File: config.mk
export PLATFORM = sky130hd
export DESIGN_NAME = aps_power_up_sequencer
export DESIGN_NICKNAME = d
export VERILOG_FILES = /design/src/rtl/aps_pkg.sv /design/src/rtl/aps_timer_if.sv /design/src/rtl/aps_power_up_sequencer.sv /design/src/rtl/aps_timer.sv
export SDC_FILE = /design/constraint.sdc
export NUM_CORES = 1
export LEC_CHECK = 0
export ABC_AREA = 0
export BUFFER_PORTS_ARGS = -buffer_cell sky130_fd_sc_hd__buf_4
export CORE_AREA = 2 2 113 115
export CTS_BUF_LIST = sky130_fd_sc_hd__clkbuf_16
export CTS_CLUSTER_SIZE = 8
export DETAILED_ROUTE_END_ITERATION = 6
export DIE_AREA = 0 0 115 117
export GPL_TIMING_DRIVEN = 0
export HOLD_SLACK_MARGIN = 0.02
export PLACE_DENSITY_LB_ADDON = 0.25
export SYNTH_ARGS = -nofsm -noshare
export SYNTH_HDL_FRONTEND = slang
export SYNTH_SLANG_ARGS = --single-unit
File: constraint.sdc
create_clock -name ref_clk -period 2.8 [get_ports ref_clk]
set_input_delay 0.42 -clock ref_clk [delete_from_list [all_inputs] [get_ports ref_clk]]
set_output_delay 0.42 -clock ref_clk [all_outputs]
set_load 0.02 [all_outputs]
File: src/rtl/aps_pkg.sv
// Constants, types and lookup functions for the converter start-up sequencer.
// Assumes a single 250 MHz master clock; all counts are in its periods.
package aps_pkg;

    // Clock
    localparam real CLK_PERIOD_NS = 4.0;
    localparam int CLK_HZ = 250_000_000;

    // Counter and rate widths
    localparam int CNT_W = 20;
    localparam int RATE_W = 3;

    // Data rate codes: code k selects 1 kSPS shifted left by k
    localparam logic [RATE_W-1:0] RATE_4K = 3'h2;
    localparam logic [RATE_W-1:0] RATE_MAX = 3'h6;
    localparam logic [RATE_W-1:0] RATE_DEFAULT = RATE_4K;
    localparam int RATE_4K_SPS = 4000;

    // Least start time of the internal oscillator, rounded up
    localparam real OSC_START_US = 20.0;
    localparam int OSC_START_CYC = int'($ceil(OSC_START_US * 1000.0 / CLK_PERIOD_NS));

    // Least time from reset release to valid data, rounded up
    localparam real STABLE_MS = 2.2;
    localparam int STABLE_CYC = int'($ceil(STABLE_MS * 1.0e6 / CLK_PERIOD_NS));

    // Longest time from power-up to valid data, rounded down
    localparam real DEADLINE_MS = 3.0;
    localparam int DEADLINE_CYC = int'($floor(DEADLINE_MS * 1.0e6 / CLK_PERIOD_NS));

    // Conversion period at 4 kSPS
    localparam int CONV_PERIOD_4K_CYC = CLK_HZ / RATE_4K_SPS;

    // Filter settling counts per rate; only the 4 kSPS entry is fixed
    localparam logic [CNT_W-1:0] SETTLE_1K_CYC = 20'h0_2420;
    localparam logic [CNT_W-1:0] SETTLE_2K_CYC = 20'h0_1210;
    localparam logic [CNT_W-1:0] SETTLE_4K_CYC = 20'h0_0908;
    localparam logic [CNT_W-1:0] SETTLE_8K_CYC = 20'h0_0484;
    localparam logic [CNT_W-1:0] SETTLE_16K_CYC = 20'h0_0242;
    localparam logic [CNT_W-1:0] SETTLE_32K_CYC = 20'h0_0121;
    localparam logic [CNT_W-1:0] SETTLE_64K_CYC = 20'h0_0091;

    // Sequencer states
    typedef enum logic [2:0] {ST_OFF, ST_OSC, ST_HOLD, ST_SETTLE, ST_RUN} aps_state_e;

    // Settling count for a rate code
    function automatic logic [CNT_W-1:0] settleCycles(input logic [RATE_W-1:0] rate);
        case (rate)
            3'h0: settleCycles = SETTLE_1K_CYC;
            3'h1: settleCycles = SETTLE_2K_CYC;
            3'h2: settleCycles = SETTLE_4K_CYC;
            3'h3: settleCycles = SETTLE_8K_CYC;
            3'h4: settleCycles = SETTLE_16K_CYC;
            3'h5: settleCycles = SETTLE_32K_CYC;
            default: settleCycles = SETTLE_64K_CYC;
        endcase
    endfunction

endpackage

File: src/rtl/aps_timer_if.sv
// Load and expiry signals between the sequencer and one down-counting timer.
// Assumes both ends run on the same master clock.
`timescale 1ns/1ps
`default_nettype none
interface aps_timer_if;
    logic load;
    logic [aps_pkg::CNT_W-1:0] loadValue;
    logic expired;
    logic busy;

    modport ctrl (output load, output loadValue, input expired, input busy);
    modport tmr (input load, input loadValue, output expired, output busy);
endinterface
`default_nettype wire

File: src/rtl/aps_power_up_sequencer.sv
// Start-up sequencer of an eight-channel delta-sigma converter.
// Assumes all inputs are synchronous to ref_clk; resetn is the power-on reset.
//
// Summary of operation
// - Internal oscillator needs 20 us to start.
// - Reset rise releases filters, starts conversion.
// - First data-ready fall marks settled data.
// - Valid data follows 2.2 ms after release.
// - Valid data within 3 ms of power-up.
// - Register write restarts the settling interval.
// - Rate change applies new settling time.
`timescale 1ns/1ps
`default_nettype none
module aps_power_up_sequencer
#(
    parameter int unsigned OSC_START_CYC_P = aps_pkg::OSC_START_CYC,
    parameter int unsigned STABLE_CYC_P = aps_pkg::STABLE_CYC,
    parameter int unsigned DEADLINE_CYC_P = aps_pkg::DEADLINE_CYC,
    parameter int unsigned CONV_PERIOD_4K_P = aps_pkg::CONV_PERIOD_4K_CYC
)
(
    // Clock and reset
    input wire logic ref_clk,
    input wire logic resetn,
    // Supply and clock source
    input wire logic supplyGood,
    input wire logic useIntOsc,
    // Converter reset pin, active low
    input wire logic convResetN,
    // Serial-port command completion
    input wire logic regWriteDone,
    input wire logic rateChangeDone,
    input wire logic [aps_pkg::RATE_W-1:0] newRate,
    // Status
    output logic oscReady,
    output logic filterRun,
    output logic conversionDoneN,
    output logic firstSettled,
    output logic dataValid,
    output logic startupLate,
    output logic [aps_pkg::RATE_W-1:0] dataRate
);
    import aps_pkg::*;

    aps_timer_if convTmr ();
    aps_timer_if stableTmr ();

    aps_state_e state;
    aps_state_e next_state;
    logic [CNT_W-1:0] oscAge;
    logic [CNT_W-1:0] powerAge;
    logic stableDone;

    // Clamp unused rate codes to the fastest rate
    function automatic logic [RATE_W-1:0] clampRate(input logic [RATE_W-1:0] rate);
        clampRate = (rate > RATE_MAX) ? RATE_MAX : rate;
    endfunction

    // Conversion period for a rate code
    function automatic logic [CNT_W-1:0] periodCycles(input logic [RATE_W-1:0] rate);
        periodCycles = CNT_W'((CONV_PERIOD_4K_P << 2) >> clampRate(rate));
    endfunction

    // Event decode
    wire oscDone = (oscAge == CNT_W'(OSC_START_CYC_P - 1));
    wire startConv = (state == ST_HOLD) && convResetN;
    wire converting = (state == ST_SETTLE) || (state == ST_RUN);
    wire restartReq = converting && (regWriteDone || rateChangeDone);
    wire [RATE_W-1:0] effRate = rateChangeDone ? clampRate(newRate) : dataRate;
    wire drdyFire = converting && convResetN && supplyGood && convTmr.expired && !restartReq;
    wire deadlineHit = (powerAge == CNT_W'(DEADLINE_CYC_P - 1));

    // Settling then period timer; the strobe cycle itself is one period cycle
    assign convTmr.load = startConv || restartReq || drdyFire;
    assign convTmr.loadValue = drdyFire ? periodCycles(dataRate) - CNT_W'(1) :
        settleCycles(effRate);
    // Stable-time timer from reset release
    assign stableTmr.load = startConv;
    assign stableTmr.loadValue = CNT_W'(STABLE_CYC_P);

    aps_timer convTimer
    (
        .ref_clk(ref_clk),
        .resetn(resetn),
        .bus(convTmr.tmr)
    );

    aps_timer stableTimer
    (
        .ref_clk(ref_clk),
        .resetn(resetn),
        .bus(stableTmr.tmr)
    );

    // Sequencer transitions
    always_comb
    begin
        next_state = state;
        case (state)
            ST_OFF:
                if (supplyGood)
                    next_state = useIntOsc ? ST_OSC : ST_HOLD;
            ST_OSC:
                if (oscDone)
                    next_state = ST_HOLD;
            ST_HOLD:
                if (convResetN)
                    next_state = ST_SETTLE;
            ST_SETTLE:
                if (drdyFire)
                    next_state = ST_RUN;
            ST_RUN:
                if (restartReq)
                    next_state = ST_SETTLE;
            default:
                next_state = ST_OFF;
        endcase
        if (!supplyGood)
            next_state = ST_OFF;
        else if (converting && !convResetN)
            next_state = ST_HOLD;
    end

    // State and timing counters
    always_ff @(posedge ref_clk or negedge resetn)
    begin
        if (!resetn)
        begin
            state <= ST_OFF;
            oscAge <= '0;
            powerAge <= '0;
        end
        else
        begin
            state <= next_state;
            oscAge <= (state == ST_OSC) ? oscAge + CNT_W'(1) : '0;
            if (!supplyGood)
                powerAge <= '0;
            else if (!deadlineHit)
                powerAge <= powerAge + CNT_W'(1);
        end
    end

    // Oscillator, filter and rate status
    always_ff @(posedge ref_clk or negedge resetn)
    begin
        if (!resetn)
        begin
            oscReady <= 1'b0;
            filterRun <= 1'b0;
            dataRate <= RATE_DEFAULT;
        end
        else
        begin
            if (!supplyGood || !useIntOsc)
                oscReady <= 1'b0;
            else if (state == ST_OSC && oscDone)
                oscReady <= 1'b1;
            filterRun <= (next_state == ST_SETTLE) || (next_state == ST_RUN);
            if (!supplyGood)
                dataRate <= RATE_DEFAULT;
            else if (rateChangeDone)
                dataRate <= clampRate(newRate);
        end
    end

    // Data-ready strobe and validity flags
    always_ff @(posedge ref_clk or negedge resetn)
    begin
        if (!resetn)
        begin
            conversionDoneN <= 1'b1;
            firstSettled <= 1'b0;
            stableDone <= 1'b0;
            dataValid <= 1'b0;
            startupLate <= 1'b0;
        end
        else
        begin
            conversionDoneN <= !drdyFire;
            if (!converting || startConv)
                stableDone <= 1'b0;
            else if (stableTmr.expired)
                stableDone <= 1'b1;
            if (startConv || !supplyGood)
                firstSettled <= 1'b0;
            else if (drdyFire)
                firstSettled <= 1'b1;
            if (!converting)
                dataValid <= 1'b0;
            else if (drdyFire && stableDone)
                dataValid <= 1'b1;
            if (!supplyGood)
                startupLate <= 1'b0;
            else if (deadlineHit && !dataValid && !(drdyFire && stableDone))
                startupLate <= 1'b1;
        end
    end

    // Helper: age of the current settling interval
    logic [CNT_W-1:0] settleAge;
    logic [CNT_W-1:0] settleTarget;
    always_ff @(posedge ref_clk or negedge resetn)
    begin
        if (!resetn)
        begin
            settleAge <= '0;
            settleTarget <= '0;
        end
        else if (startConv || restartReq)
        begin
            settleAge <= '0;
            settleTarget <= settleCycles(effRate);
        end
        else
            settleAge <= settleAge + CNT_W'(1);
    end
endmodule // aps_power_up_sequencer
`default_nettype wire

File: src/rtl/aps_timer.sv
// Down-counting interval timer with a one-cycle expiry pulse.
// Assumes loadValue is at least one; a load restarts a running interval.
`timescale 1ns/1ps
`default_nettype none
module aps_timer
(
    // Clock and reset
    input wire logic ref_clk,
    input wire logic resetn,
    // Timer control
    aps_timer_if.tmr bus
);
    import aps_pkg::*;

    logic [CNT_W-1:0] count;
    logic expired;
    logic busy;

    // Next-state decode
    wire lastTick = busy && (count == CNT_W'(1));
    wire [CNT_W-1:0] next_count = bus.load ? bus.loadValue : (count - CNT_W'(1));
    wire next_busy = bus.load || (busy && !lastTick);
    wire next_expired = lastTick && !bus.load;

    // Counter registers
    always_ff @(posedge ref_clk or negedge resetn)
    begin
        if (!resetn)
        begin
            count <= '0;
            busy <= 1'b0;
            expired <= 1'b0;
        end
        else
        begin
            if (bus.load || busy)
                count <= next_count;
            busy <= next_busy;
            expired <= next_expired;
        end
    end

    assign bus.expired = expired;
    assign bus.busy = busy;
endmodule // aps_timer
`default_nettype wire

==> flow_summary.yaml, run 1 <==
cts:
  clock_sinks: 97
  holdBufCountCts: 0
  post-cts-setup-buffers: 0
  cts_resized: 0
  numCtsBuffers: 9
  cts_tree: "done"
  clkTransAtPathRegs_ns: 0.07
  cts_max_level: 3
  root_buffer: "clkbuf_16"
  clk_latency_ns: 0.34
  cts.path.max_buffers: 2
floorplanning:
  core_sq_um: 12300
  die_w_um: 115
  dieArea_sq_um: 13500
  die_y_um: 117
  io_pins: 19
  initial_utilization: 0.439
  fp-row-count: 41
sta:
  slew_headroom: 0.479
  setup_violations: 0
  drv_slew: 0
  rsz0062_at_grt: "no"
  finalCritPeriodShare: 0.882
  layout_setup_ws_ns: 0.332
  fin_setup_tns_ns: 0
  tightest_slew_ns: 0.774
  clock_skew_ns: 0.00614
  fin_crit_ns: 2.47
  hold_viol: 0
  max_freq_mhz: 405
setup_path:
  crit_family: "buffers and inverters"
  max_stage_delay_ns: 0.39
  crit_top_cell: "clkbuf_1"
  end_kind: "flip-flop"
  critPathArrivalTime_ns: 2.67
  cp_cell_sequence: "clkbuf_1 -> nor3b_1 -> o22ai_1 -> and2_1 -> clkbuf_1 -> clkbuf_1 -> a311oi_1 -> a21oi_1"
  critPathBufInv: 3
  path_class: "flip-flop to flip-flop"
  reg2reg_slack_ns: 0.33
  critPathLaunchType: "flip-flop"
  worstPathMaxFanout: 10
  crit_slowest_cell: "nor3b_1"
  required_ns: 3.00
drt:
  met3_length_um: 447
  wl_per_cell_um: 15.8
  wl_met1_mm: 5.61
  drc: 0
  via_count: 4341
  wl_met2_mm: 5.95
  drt_pass1_iterations: 5
  vias_per_cell: 5.65
  ant_nets: 0
  wl_mm: 12.2
  top_layer: "met4"
  drt_first_iter_violations: 324
placement:
  dp_slack_ns: 0.281
  place_congestion: 0.871
  io_buffers: 17
  place_hpwl_mm: 8.59
  placed_area_sq_um: 5720
finish:
  area_growth_pct: 11.7
  antenna_cells: 0
  layout_common_cells: "dfrtp_1, nor2_1, nand2_1, xnor2_1, nand3_1"
  nets: 629
  final_cell_area_sq_um: 6030
  drive_above_1_share: 0.0906
  final_common_cell: "dfrtp_1"
synth:
  syn_nets: 600
  synth_edf_count: 0
  synth.avg_cell_area_sq_um: 9.25
  ys_seq_elements: 97
  ys_types: 69
  netlist_area_sq_um: 5400
  ys_async_sr_fraction: 1.00
  syn_inst: 584
  synth_ff_type: "dfrtp_1"
  synth_seq_area_share: 0.450
  yosys_warnings: 0
run:
  maxCapViolCount: 0
grt:
  grt_pass1_vias: 4213
  track_usage: 0.193
  grt-ovfl-total: 0
  grt_first_pass_wirelength_mm: 20.7
  grt_max_degree: 98
  antenna_found_initial: 0
power:
  power_density_nw_per_um2: 598
  leakage_nw: 2.47
  peakVddDrop_mv: 0.251
  total_power_mw: 3.61
outcome:
  outcome: "complete, no violations"
worst_hold_path:
  min_path_type: "primary input to async pin"
per-layer routing:
metal  up-vias  track usage
li1       2127            -
met3        11       0.0309
met5         -            0
met2        97        0.324
met4         0       0.0659
met1      2106        0.257
power by group:
group / internal (mW) / switching, mW / total (mW)
sequential: 1.55 / 0.177 / 1.73
combinational: 0.289 / 0.385 / 0.674
clock: 0.683 / 0.524 / 1.21
worst reg2reg max path: cells and delay by family (launching register included):
kind | cells | cell delay (ns)
buffers and inverters | 3 | 0.75
AO/OA/AOI/OAI | 3 | 0.65
AND/OR/NAND/NOR | 2 | 0.57
flip-flops | 1 | 0.35
sequential cells by signal, summed over array words and instances (netlist names):
name,count
filterRun,1
startupLate,1
convTimer.bus.busy,1
state,3
stableTimer.bus.busy,1
stableTimer.count,20
convTimer.count,20
dataRate,3
dataValid,1
oscReady,1
conversionDoneN,1
powerAge,20
stableTimer.bus.expired,1
oscAge,20
stableDone,1
convTimer.bus.expired,1
firstSettled,1
synth_stat cells (5+ instances only):
library cell  instances  share of area
dfrtp_1              95           0.44
a31oi_1               8         0.0093
nand2_1              43          0.030
xor2_1               24          0.039
o21ai_0              17          0.016
xnor2_1              38          0.062
nand3b_1              7         0.0097
nand4_1               5         0.0058
clkbuf_1             21          0.015
nor4_1               15          0.017
inv_1                16          0.011
and2_1               20          0.023
nor2_1               63          0.044
a211oi_1              5         0.0070
ha_1                  6          0.014
nor3_1               27          0.025
nand2b_1              6         0.0070
a21oi_1              24          0.022
or3_1                 8         0.0093
and3_1               16          0.019
nor2b_1               7         0.0081
nand3_1              29          0.027
final cells by class:
cell class                 count  area (sq um)
buffer                        26           104
clock buffer                   9           225
clock inverter                 7          62.6
fill                        1170          6280
inverter                      17          63.8
multi-input combinational    444          2800
sequential                    97          2430
tap                          150           188
timing repair buffer          18           155
path summary, 6_finish.rpt:
| path | cells past startpoint | end | startpoint |
|---|---|---|---|
| worst max-delay path | 8 | convTimer.count[0]$_DFFE_PN0P_ | state[2]$_DFF_PN0_ |
| worst min-delay path | 1 | dataRate[2]$_DFF_PN0_ | resetn |
| worst max register to register | 8 | convTimer.count[0]$_DFFE_PN0P_ | state[2]$_DFF_PN0_ |
| worst min register to register | 2 | stableDone$_DFFE_PN0P_ | stableTimer.bus.expired$_DFF_PN0_ |
| max in group asynchronous | 2 | stableTimer.count[9]$_DFFE_PN0P_ | resetn |
| min in group ref_clk | 2 | oscReady$_DFFE_PN0P_ | useIntOsc |
cells by family (layout without fill, tap and decap cells):
| group | after synthesis | count (layout) | share of synthesized area |
|---|---|---|---|
| and+or+nand+nor | 274 | 274 | 0.272 |
| AOI/OAI and AO/OA | 97 | 97 | 0.122 |
| DFF | 97 | 97 | 0.450 |
| xor gates and xnor gates | 63 | 63 | 0.104 |
| buffers and inverters | 43 | 77 | 0.0310 |
| adders and majority gates | 6 | 6 | 0.0139 |
| muxes | 4 | 4 | 0.00764 |
metrics by stage:
step,hold slack [ns],cells,utilization
4_1_cts,0.308,767,0.488
6_report,0.0202,768,0.490
2_1_floorplan,0.124,584,-
3_5_place_dp,0.471,751,0.464
3_3_place_gp,0.465,751,0.464
5_1_grt,0.0567,768,0.490
(Power assumes the default switching activity.)
==> run 2: changes to the inputs <==
Settings changed: PLACE_DENSITY_LB_ADDON 0.25 to unset.
==> run 2 against run 1 <==
  * Utilization is 0.21 points lower
  * Critical path type unchanged
  * Highest routed layer unchanged
  * Die area stayed put
  * Non-clock buffer count stayed put
==> flow_summary.yaml, run 2 (synthesis gave the netlist of run 1 again) <==
outcome:
  outcome: "complete, no violations"
finish:
  area_growth_pct: 11.2
  regArea_sq_um: 2430
  antenna_cells: 0
  final_cell_area_sq_um: 6010
  nets: 629
  n_fill_cell: 1186
  drive_above_1_share: 0.0891
  multi_input_area_sq_um: 2800
  final_common_cell: "dfrtp_1"
  layout_common_cells: "dfrtp_1, nor2_1, nand2_1, xnor2_1, nand3_1"
sta:
  clock_skew_ns: 0.00513
  fin_crit_ns: 2.39
  hold_viol: 0
  finalCritPeriodShare: 0.854
  drv_slew: 0
  setup_violations: 0
  tightest_slew_ns: 0.871
  slew_headroom: 0.414
  fin_setup_tns_ns: 0
  rsz0062_at_grt: "no"
  max_freq_mhz: 418
setup_path:
  end_kind: "flip-flop"
  worstPathMaxFanout: 10
  path_class: "flip-flop to flip-flop"
  required_ns: 3.00
  critPathLaunchType: "flip-flop"
  critPathArrivalTime_ns: 2.59
floorplanning:
  initial_utilization: 0.439
  dieArea_sq_um: 13500
  die_y_um: 117
  core_sq_um: 12300
  fp-row-count: 41
  io_pins: 19
  die_w_um: 115
cts:
  cts.path.max_buffers: 2
  cts_tree: "done"
  clock_sinks: 97
  holdBufCountCts: 0
  cts_resized: 0
  post-cts-setup-buffers: 0
  cts_max_level: 3
  clk_latency_ns: 0.34
  root_buffer: "clkbuf_16"
  clkTransAtPathRegs_ns: 0.07
  numCtsBuffers: 9
placement:
  place_hpwl_mm: 8.70
  placed_area_sq_um: 5720
  place_congestion: 0.878
  io_buffers: 17
drt:
  wl_per_cell_um: 16.0
  drt_first_iter_violations: 250
  drc: 0
  ant_nets: 0
  vias_per_cell: 5.69
  wl_mm: 12.3
  drt_pass1_iterations: 5
  via_count: 4366
grt:
  grt_pass1_vias: 4163
  grt-ovfl-total: 0
  grt_first_pass_wirelength_mm: 20.5
  antenna_found_initial: 0
  grt_max_degree: 98
  track_usage: 0.194
power:
  peakVddDrop_mv: 0.285
  leakage_nw: 2.45
  total_power_mw: 3.52
  power_density_nw_per_um2: 586
worst_hold_path:
  min_path_type: "primary input to async pin"
run:
  maxCapViolCount: 0
==> run 2: metrics by stage <==
stage	worst slack, ns	std cells	hold WS (ns)	utilization
floorplan	0.582	584	0.124	-
global placement	0.353	751	0.470	0.464
detailed placement	0.342	751	0.476	0.464
CTS	0.416	766	0.306	0.486
global route	0.181	767	0.115	0.488
finish	0.410	767	0.0775	0.488
==> run 2: final timing paths <==
| check | startpoint | endpoint | slack [ns] | cells past startpoint |
|---|---|---|---|---|
| min in group ref_clk | useIntOsc | oscReady$_DFFE_PN0P_ | 0.32 | 2 |
| max reg2reg | state[1]$_DFF_PN0_ | convTimer.count[12]$_DFFE_PN0P_ | 0.41 | 7 |
| min reg2reg | stableTimer.bus.expired$_DFF_PN0_ | stableDone$_DFFE_PN0P_ | 0.48 | 2 |
| min | resetn | convTimer.count[10]$_DFFE_PN0P_ | 0.08 | 1 |
| max | state[1]$_DFF_PN0_ | convTimer.count[12]$_DFFE_PN0P_ | 0.41 | 7 |
| max in group asynchronous | resetn | powerAge[3]$_DFFE_PN0P_ | 2.01 | 2 |
==> run 2: final cells by class <==
class                           count  area share
Clock buffer                        9      0.0375
Tap cell                          150      0.0313
Buffer                             26      0.0173
Inverter                           17      0.0106
Sequential cell                    97       0.405
Clock inverter                      6     0.00604
Timing Repair Buffer               18      0.0258
Multi-Input combinational cell    444       0.467
==> run 2: worst max-delay path, cell delays in order (launching register included) <==
cell	delay (ns)
dfrtp_1	0.35
buf_2	0.16
or3b_4	0.45
a211oi_4	0.48
buf_4	0.28
a21oi_1	0.09
o41ai_1	0.31
a2bb2oi_1	0.14
==> run 2: power breakdown <==
group	internal, mW	switching, mW
Clock	0.592	0.530
Sequential	1.55	0.174
Combinational	0.290	0.384
Total	2.43	1.09
==> run 2: layer usage <==
metal / part of all wire / GRT usage
met2: 0.48 / 0.311
met1: 0.47 / 0.264
met5: 0 / 0
met3: 0.036 / 0.0366
met4: 0.014 / 0.0707
